## src/dcc_map.svh

```systemverilog
// register offsets, field positions and reset values of the clear control
`ifndef DCC_MAP_SVH
`define DCC_MAP_SVH

// register addresses on the internal register port
`define DCC_ADDR_SW_CLEAR 8'h55
`define DCC_ADDR_PIN0_EN 8'h56
`define DCC_ADDR_PIN1_EN 8'h57

// per-converter field inside each 16-bit register
`define DCC_FIELD_MSB 14
`define DCC_FIELD_LSB 3

// reset values
`define DCC_RST_SW_CLEAR 16'h0000
`define DCC_RST_PIN0_EN 16'h0000
`define DCC_RST_PIN1_EN 16'h0000

// answer to an unmapped read
`define DCC_RDATA_UNMAPPED 16'h0000

`endif

```

## src/dcc_pkg.sv

```systemverilog
// shared types of the converter clear control block
`default_nettype none
package dcc_pkg;
	// number of converters handled
	localparam int DCC_NUM_DAC = 12;
	// one bit per converter
	typedef logic [DCC_NUM_DAC-1:0] dcc_mask_t;
	// register address and data words
	typedef logic [7:0] dcc_addr_t;
	typedef logic [15:0] dcc_word_t;
endpackage
`default_nettype wire

```

## src/dcc_top.sv

```systemverilog
// per-converter clear control: software, pin and alarm clear sources
`include "dcc_map.svh"
`default_nettype none
module dcc_top (
	// clock, reset and enable
	input wire logic i_mclk,
	input wire logic i_rst_n,
	input wire logic i_ce,
	// decoded register access from the serial interface
	input wire logic i_wr_en,
	input wire logic i_rd_en,
	input wire dcc_pkg::dcc_addr_t i_addr,
	input wire dcc_pkg::dcc_word_t i_wdata,
	output dcc_pkg::dcc_word_t o_rdata,
	// external active-low clear pins
	input wire logic i_force_input_a_n,
	input wire logic i_force_input_b_n,
	// alarm clear requests from neighbouring logic, same clock
	input wire dcc_pkg::dcc_mask_t i_alarm_force,
	// per-converter clear state
	output dcc_pkg::dcc_mask_t o_dac_clear
);
	import dcc_pkg::*;

	// ===================================================================
	// register storage and internal signals
	dcc_mask_t software_clear_reg; // software_force_bits field
	dcc_mask_t pin0_clear_enable_reg; // pin_a_force_enable field
	dcc_mask_t pin1_clear_enable_reg; // pin_b_force_enable field
	dcc_mask_t dac_clear_next; // combined clear request
	dcc_mask_t pin_a_mask; // converters forced by pin a
	dcc_mask_t pin_b_mask; // converters forced by pin b
	dcc_word_t rdata_next; // read mux result
	logic [1:0] pins_sync_n; // synchronised pins, bit0 a, bit1 b
	logic pin_a_low; // pin a asserted, synchronised
	logic pin_b_low; // pin b asserted, synchronised
	logic wr_cycle; // write takes effect this cycle

	// ===================================================================
	// pin synchronisation
	// the pins come from board logic with no relation to i_mclk
	dcc_sync #(
		.W(2)
	) u_pin_sync (
		.i_mclk(i_mclk),
		.i_rst_n(i_rst_n),
		.i_ce(i_ce),
		.i_async({i_force_input_b_n, i_force_input_a_n}),
		.o_sync(pins_sync_n)
	);

	assign pin_a_low = !pins_sync_n[0];
	assign pin_b_low = !pins_sync_n[1];
	assign wr_cycle = i_ce && i_wr_en;

	// ===================================================================
	// software clear register
	// a write stores the field; reserved bits are dropped
	always_ff @(posedge i_mclk or negedge i_rst_n) begin
		if (!i_rst_n) begin
			software_clear_reg <= dcc_mask_t'(`DCC_RST_SW_CLEAR);
		end else if (wr_cycle && i_addr == `DCC_ADDR_SW_CLEAR) begin
			software_clear_reg <= i_wdata[`DCC_FIELD_MSB:`DCC_FIELD_LSB];
		end
	end

	// ===================================================================
	// pin-a clear enable register
	always_ff @(posedge i_mclk or negedge i_rst_n) begin
		if (!i_rst_n) begin
			pin0_clear_enable_reg <= dcc_mask_t'(`DCC_RST_PIN0_EN);
		end else if (wr_cycle && i_addr == `DCC_ADDR_PIN0_EN) begin
			pin0_clear_enable_reg <= i_wdata[`DCC_FIELD_MSB:`DCC_FIELD_LSB];
		end
	end

	// ===================================================================
	// pin-b clear enable register
	always_ff @(posedge i_mclk or negedge i_rst_n) begin
		if (!i_rst_n) begin
			pin1_clear_enable_reg <= dcc_mask_t'(`DCC_RST_PIN1_EN);
		end else if (wr_cycle && i_addr == `DCC_ADDR_PIN1_EN) begin
			pin1_clear_enable_reg <= i_wdata[`DCC_FIELD_MSB:`DCC_FIELD_LSB];
		end
	end

	// ===================================================================
	// clear source combination
	// a disabled converter ignores its pin entirely
	always_comb begin
		pin_a_mask = pin_a_low ? pin0_clear_enable_reg : '0;
		pin_b_mask = pin_b_low ? pin1_clear_enable_reg : '0;
		// any source holds the converter clear; all must let go
		dac_clear_next = software_clear_reg | pin_a_mask | pin_b_mask |
			i_alarm_force;
	end

	// ===================================================================
	// clear state output register
	// registered so the converters never see a decode glitch
	always_ff @(posedge i_mclk or negedge i_rst_n) begin
		if (!i_rst_n) begin
			o_dac_clear <= '0;
		end else if (i_ce) begin
			o_dac_clear <= dac_clear_next;
		end
	end

	// ===================================================================
	// read back
	// reserved bits read as zero; unmapped addresses answer zero
	always_comb begin
		rdata_next = `DCC_RDATA_UNMAPPED;
		unique case (i_addr)
			`DCC_ADDR_SW_CLEAR: begin
				rdata_next[`DCC_FIELD_MSB:`DCC_FIELD_LSB] = software_clear_reg;
			end
			`DCC_ADDR_PIN0_EN: begin
				rdata_next[`DCC_FIELD_MSB:`DCC_FIELD_LSB] =
					pin0_clear_enable_reg;
			end
			`DCC_ADDR_PIN1_EN: begin
				rdata_next[`DCC_FIELD_MSB:`DCC_FIELD_LSB] =
					pin1_clear_enable_reg;
			end
			default: begin
				rdata_next = `DCC_RDATA_UNMAPPED;
			end
		endcase
	end

	// read data holds until the next read
	always_ff @(posedge i_mclk or negedge i_rst_n) begin
		if (!i_rst_n) begin
			o_rdata <= '0;
		end else if (i_ce && i_rd_en) begin
			o_rdata <= rdata_next;
		end
	end

	// ===================================================================
	// checks
	// software bits must appear in the clear state one cycle later
	a_sw_force_held: assert property (@(posedge i_mclk) disable iff (!i_rst_n)
		$past(i_ce) |-> ((o_dac_clear & $past(software_clear_reg)) ==
		$past(software_clear_reg)))
		else $error("software clear bit not reflected");

	// enabled converters clear while pin a is low
	a_pin_a_force: assert property (@(posedge i_mclk) disable iff (!i_rst_n)
		($past(i_ce) && $past(pin_a_low)) |->
		((o_dac_clear & $past(pin0_clear_enable_reg)) ==
		$past(pin0_clear_enable_reg)))
		else $error("pin a did not clear enabled converter");

	// with only pin a active, exactly the enabled set is cleared
	a_pin_a_mask: assert property (@(posedge i_mclk) disable iff (!i_rst_n)
		($past(i_ce) && $past(software_clear_reg) == '0 &&
		$past(i_alarm_force) == '0 && !$past(pin_b_low)) |->
		(o_dac_clear == ($past(pin_a_low) ?
		$past(pin0_clear_enable_reg) : '0)))
		else $error("pin a touched a disabled converter");

	// enabled converters clear while pin b is low
	a_pin_b_force: assert property (@(posedge i_mclk) disable iff (!i_rst_n)
		($past(i_ce) && $past(pin_b_low)) |->
		((o_dac_clear & $past(pin1_clear_enable_reg)) ==
		$past(pin1_clear_enable_reg)))
		else $error("pin b did not clear enabled converter");

	// with only pin b active, exactly the enabled set is cleared
	a_pin_b_mask: assert property (@(posedge i_mclk) disable iff (!i_rst_n)
		($past(i_ce) && $past(software_clear_reg) == '0 &&
		$past(i_alarm_force) == '0 && !$past(pin_a_low)) |->
		(o_dac_clear == ($past(pin_b_low) ?
		$past(pin1_clear_enable_reg) : '0)))
		else $error("pin b touched a disabled converter");

	// a write at 56h lands in the pin-a enable
	a_pin0_write: assert property (@(posedge i_mclk) disable iff (!i_rst_n)
		($past(wr_cycle) && $past(i_addr) == `DCC_ADDR_PIN0_EN) |->
		(pin0_clear_enable_reg ==
		$past(i_wdata[`DCC_FIELD_MSB:`DCC_FIELD_LSB])))
		else $error("pin a enable write lost");

	// a write at 57h lands in the pin-b enable
	a_pin1_write: assert property (@(posedge i_mclk) disable iff (!i_rst_n)
		($past(wr_cycle) && $past(i_addr) == `DCC_ADDR_PIN1_EN) |->
		(pin1_clear_enable_reg ==
		$past(i_wdata[`DCC_FIELD_MSB:`DCC_FIELD_LSB])))
		else $error("pin b enable write lost");

	// a write at 55h shows up in read back after a read in the very next cycle
	a_sw_readback: assert property (@(posedge i_mclk) disable iff (!i_rst_n)
		($past(wr_cycle) && $past(i_addr) == `DCC_ADDR_SW_CLEAR) ##0
		(i_ce && i_rd_en && i_addr == `DCC_ADDR_SW_CLEAR && !i_wr_en) |=>
		(o_rdata[`DCC_FIELD_MSB:`DCC_FIELD_LSB] ==
		$past(i_wdata[`DCC_FIELD_MSB:`DCC_FIELD_LSB], 2)))
		else $error("software clear read back wrong");

	// with every source quiet, all converters return to normal
	a_all_release: assert property (@(posedge i_mclk) disable iff (!i_rst_n)
		($past(i_ce) && $past(software_clear_reg) == '0 &&
		$past(i_alarm_force) == '0 && !$past(pin_a_low) &&
		!$past(pin_b_low)) |-> (o_dac_clear == '0))
		else $error("converter held clear with no source");
endmodule
`default_nettype wire

```

## src/dcc_sync.sv

```systemverilog
// two flip-flop level synchroniser for asynchronous pins
`default_nettype none
module dcc_sync #(
	parameter int W = 1
) (
	// clock, reset and enable
	input wire logic i_mclk,
	input wire logic i_rst_n,
	input wire logic i_ce,
	// asynchronous levels in, synchronised levels out
	input wire logic [W-1:0] i_async,
	output logic [W-1:0] o_sync
);
	// first stage, read only by the second stage
	logic [W-1:0] meta_reg;

	// ===================================================================
	// synchroniser chain
	// idle level of the active-low pins is high, so reset to ones
	always_ff @(posedge i_mclk or negedge i_rst_n) begin
		if (!i_rst_n) begin
			meta_reg <= '1;
			o_sync <= '1;
		end else if (i_ce) begin
			meta_reg <= i_async;
			o_sync <= meta_reg;
		end
	end
endmodule
`default_nettype wire

```

## config.mk

```make
export PLATFORM = sky130hd
export DESIGN_NAME = dcc_top
export DESIGN_NICKNAME = d
export VERILOG_FILES = /design/src/dcc_pkg.sv /design/src/dcc_top.sv /design/src/dcc_sync.sv
export VERILOG_INCLUDE_DIRS = /design/src /design/src/src
export SDC_FILE = /design/constraint.sdc
export NUM_CORES = 1
export LEC_CHECK = 0
export ABC_AREA = 1
export BUFFER_PORTS_ARGS = -buffer_cell sky130_fd_sc_hd__buf_4
export CORE_UTILIZATION = 51
export CTS_CLUSTER_DIAMETER = 80
export DETAILED_ROUTE_END_ITERATION = 7
export GPL_ROUTABILITY_DRIVEN = 0
export PLACE_DENSITY = 0.79
export SYNTH_ARGS = -nofsm -noshare
export SYNTH_HDL_FRONTEND = slang
export SYNTH_SLANG_ARGS = --single-unit
```

## constraint.sdc

```tcl
create_clock -name i_mclk -period 2.3 [get_ports i_mclk]
set_input_delay 0.23 -clock i_mclk [delete_from_list [all_inputs] [get_ports i_mclk]]
set_output_delay 0.23 -clock i_mclk [all_outputs]
set_load 0.02 [all_outputs]
```

==> impl_metrics.py <==
metrics = {
    "yosys": {
        "yosysSeqAreaShare_pct": 52.9,
        "synth.area.top_cells": "dfrtp_1 (49%), nand2_1 (12%), nand3_1 (7.9%)",
        "avgSynthCellArea_um2": 8.62,
        "yosysWarnings": 0,
        "syn_inst": 352,
        "yosysTopAreaCellShare_pct": 49.5,
        "yosysTopAreaCell": "dfrtp_1",
        "syn_area_um2": 3030,
        "ys_ff_latch": 64,
        "synth_cell_types": 24,
    },
    "clocking": {
        "cts_buffer_depth": 2,
        "post_cts_resized": 0,
        "cts_tree": "built",
        "clkLatencyLatePin_ns": 0.34,
        "htreeDepth": 3,
        "cts.clk_slew.worst_paths_ns": 0.07,
        "cts.sinks": 64,
        "numCtsBuffers": 9,
        "cts_root_buf": "clkbuf_8",
    },
    "sta": {
        "fmax_ghz": 0.713,
        "relSlewSlack_pct": 46.5,
        "whs_ns": 0.100,
        "finalClockSkew_ns": 0.00578,
        "setup_viol": 0,
        "worstMarginPinSlew_ns": 0.802,
        "min_period_ns": 1.40,
        "final.setup.tns_ns": 0,
        "final_max_slew_viol_count": 0,
        "rsz0062_at_grt": "no",
        "min_period_over_period_pct": 61.0,
        "finalHoldViolations": 0,
        "setup_ws_ns": 0.898,
    },
    "global_routing": {
        "grt_pass1_wl_um": 11600,
        "overflow": 0,
        "met3_usage_pct": 5.75,
        "grtUsageMet1_pct": 31.0,
        "grt_max_degree": 65,
        "grt.total_usage_pct": 24.4,
        "busiest_layer": "met2",
        "globalRouteMet2Util_pct": 40.0,
        "antenna_found_initial": 0,
        "grt_pass1_vias": 2579,
    },
    "setup_path": {
        "cp_cell_sequence": "buf_4, inv_2, nand2_2, nor2_4, nand3_2, nand2_1, o21ai_1",
        "slowest_delay_ns": 0.49,
        "cp_slowest_cell": "nand3_2",
        "start_kind": "input pin",
        "end_kind": "flop",
        "cp_num_buf_inv": 2,
        "required_ns": 2.51,
        "critical_path_class": "input pin to flop",
        "path_delay_family": "simple AND/OR/NAND/NOR gates",
        "arrival_ns": 1.61,
        "path_max_fanout": 24,
    },
    "route": {
        "drt-initial-drc-count": 220,
        "num_vias": 2576,
        "ant_nets": 0,
        "drc": 0,
        "wl_um": 6840,
        "post_drt_wl_per_cell_um": 14.1,
        "dr.pass1.iters": 4,
        "viasPerCell": 5.30,
    },
    "final_layout": {
        "final_common_cell": "nand2_1",
        "final_layout_size_suffix_gt1_share_pct": 25.8,
        "area_growth_pct": 20.2,
        "final_net_count": 452,
        "nFillCells": 490,
        "multi_input_area_um2": 1180,
        "diodes": 0,
        "regArea_um2": 1610,
        "final_cell_mix": "nand2_1 (99), buf_4 (66), dfrtp_1 (60)",
    },
    "floorplanning": {
        "die_width_um": 79.1,
        "core_um2": 5610,
        "start_util_pct": 54.1,
        "rows": 27,
        "dieArea_um2": 6260,
        "ioPinCount": 71,
        "die_y_um": 79.1,
    },
    "pwr": {
        "vdd_drop_max_v": 0.000349,
        "p_leak_nw": 1.81,
        "powerDensity_nw_per_um2": 648,
    },
    "job": {
        "drv_cap": 0,
    },
    "placed_design": {
        "portBuffers": 62,
        "place_ws_ns": 0.587,
        "hpwl_um": 4390,
    },
    "min_path": {
        "min_path_type": "input pin to flop",
    },
    "run_status": {
        "status": "completed",
    },
}
[power by group]
part / switching (mW) / internal [mW]
Sequential: 0.0265 / 1.17
Clock: 0.416 / 0.479
Combinational: 0.164 / 0.104
[layer usage]
metal	vias up	routed length, µm
met5	-	0
met4	0	124
met1	1213	3030
met3	15	437
li1	1265	-
met2	83	3250
[cells by family (layout without fill, tap and decap cells)]
logic type	count (synthesis)	after routing	share of synthesized area, %
simple gates	180	180	26.3
flops	64	64	52.9
compound gates	61	61	12.0
buf+inv	46	105	8.58
other cells	1	4	0.124
[final cells by class]
type / instances / area share [%]
Sequential cell: 64 / 44.0
Clock inverter: 2 / 0.343
Clock buffer: 14 / 4.73
Tap cell: 72 / 2.47
Inverter: 22 / 2.26
Timing Repair Buffer: 67 / 13.9
Multi-Input combinational cell: 245 / 32.3
[path summary, 6_finish.rpt]
path / startpoint / to / slack [ns] / cells past startpoint
setup / recovery: i_addr[3] / software_clear_reg[3]$_DFFE_PN0P_ / 0.90 / 7
hold / removal: i_force_input_b_n / u_pin_sync.meta_reg[1]$_DFFE_PN1P_ / 0.10 / 3
setup reg to reg: u_pin_sync.o_sync[1]$_DFFE_PN1P_ / o_dac_clear[1]$_DFFE_PN0P_ / 1.07 / 3
hold reg to reg: u_pin_sync.meta_reg[1]$_DFFE_PN1P_ / u_pin_sync.meta_reg[1]$_DFFE_PN1P_ / 0.47 / 2
max in group asynchronous: i_rst_n / pin1_clear_enable_reg[7]$_DFFE_PN0P_ / 1.25 / 2
min in group asynchronous: i_rst_n / o_dac_clear[1]$_DFFE_PN0P_ / 0.52 / 2
[per-stage QoR]
| step | cell area (µm²) | util (%) | total power [mW] | instances |
|---|---|---|---|---|
| after detailed placement | 3450 | 61.6 | 1.49 | 469 |
| after global routing | 3650 | 65.1 | 2.46 | 486 |
| after global placement | 3450 | 61.6 | 1.48 | 469 |
| final | 3650 | 65.1 | 2.36 | 486 |
| after floorplan | 3050 | - | 1.37 | 355 |
| after CTS | 3650 | 65.1 | 2.38 | 486 |
[cells in the mapped netlist]
cell      number
a21oi_1       11
a31oi_1       12
buf_2          7
buf_4          6
buf_6          4
buf_8          2
clkbuf_1       4
clkbuf_4       1
conb_1         1
dfrtp_1       60
dfstp_2        4
inv_1         20
inv_2          2
nand2_1       99
nand2_2        2
nand3_1       48
nand3_2        2
nand3_4        1
nor2_1        23
nor2_4         4
nor3_1         1
o21ai_0        2
o21ai_1       24
o21ai_2       12
[worst min-delay path, stage by stage]
cell and delay (ns):
buf_4 0.07, nand2_1 0.04, nand2_1 0.06
[repair_timing]
| item | in CTS | in global routing |
|---|---|---|
| hold buffers | 1 | 0 |
| endpoints found under the hold margin | 2 | 0 |
| setup buffers | 0 | 0 |
Note: power is estimated with default switching activity, not from simulation.
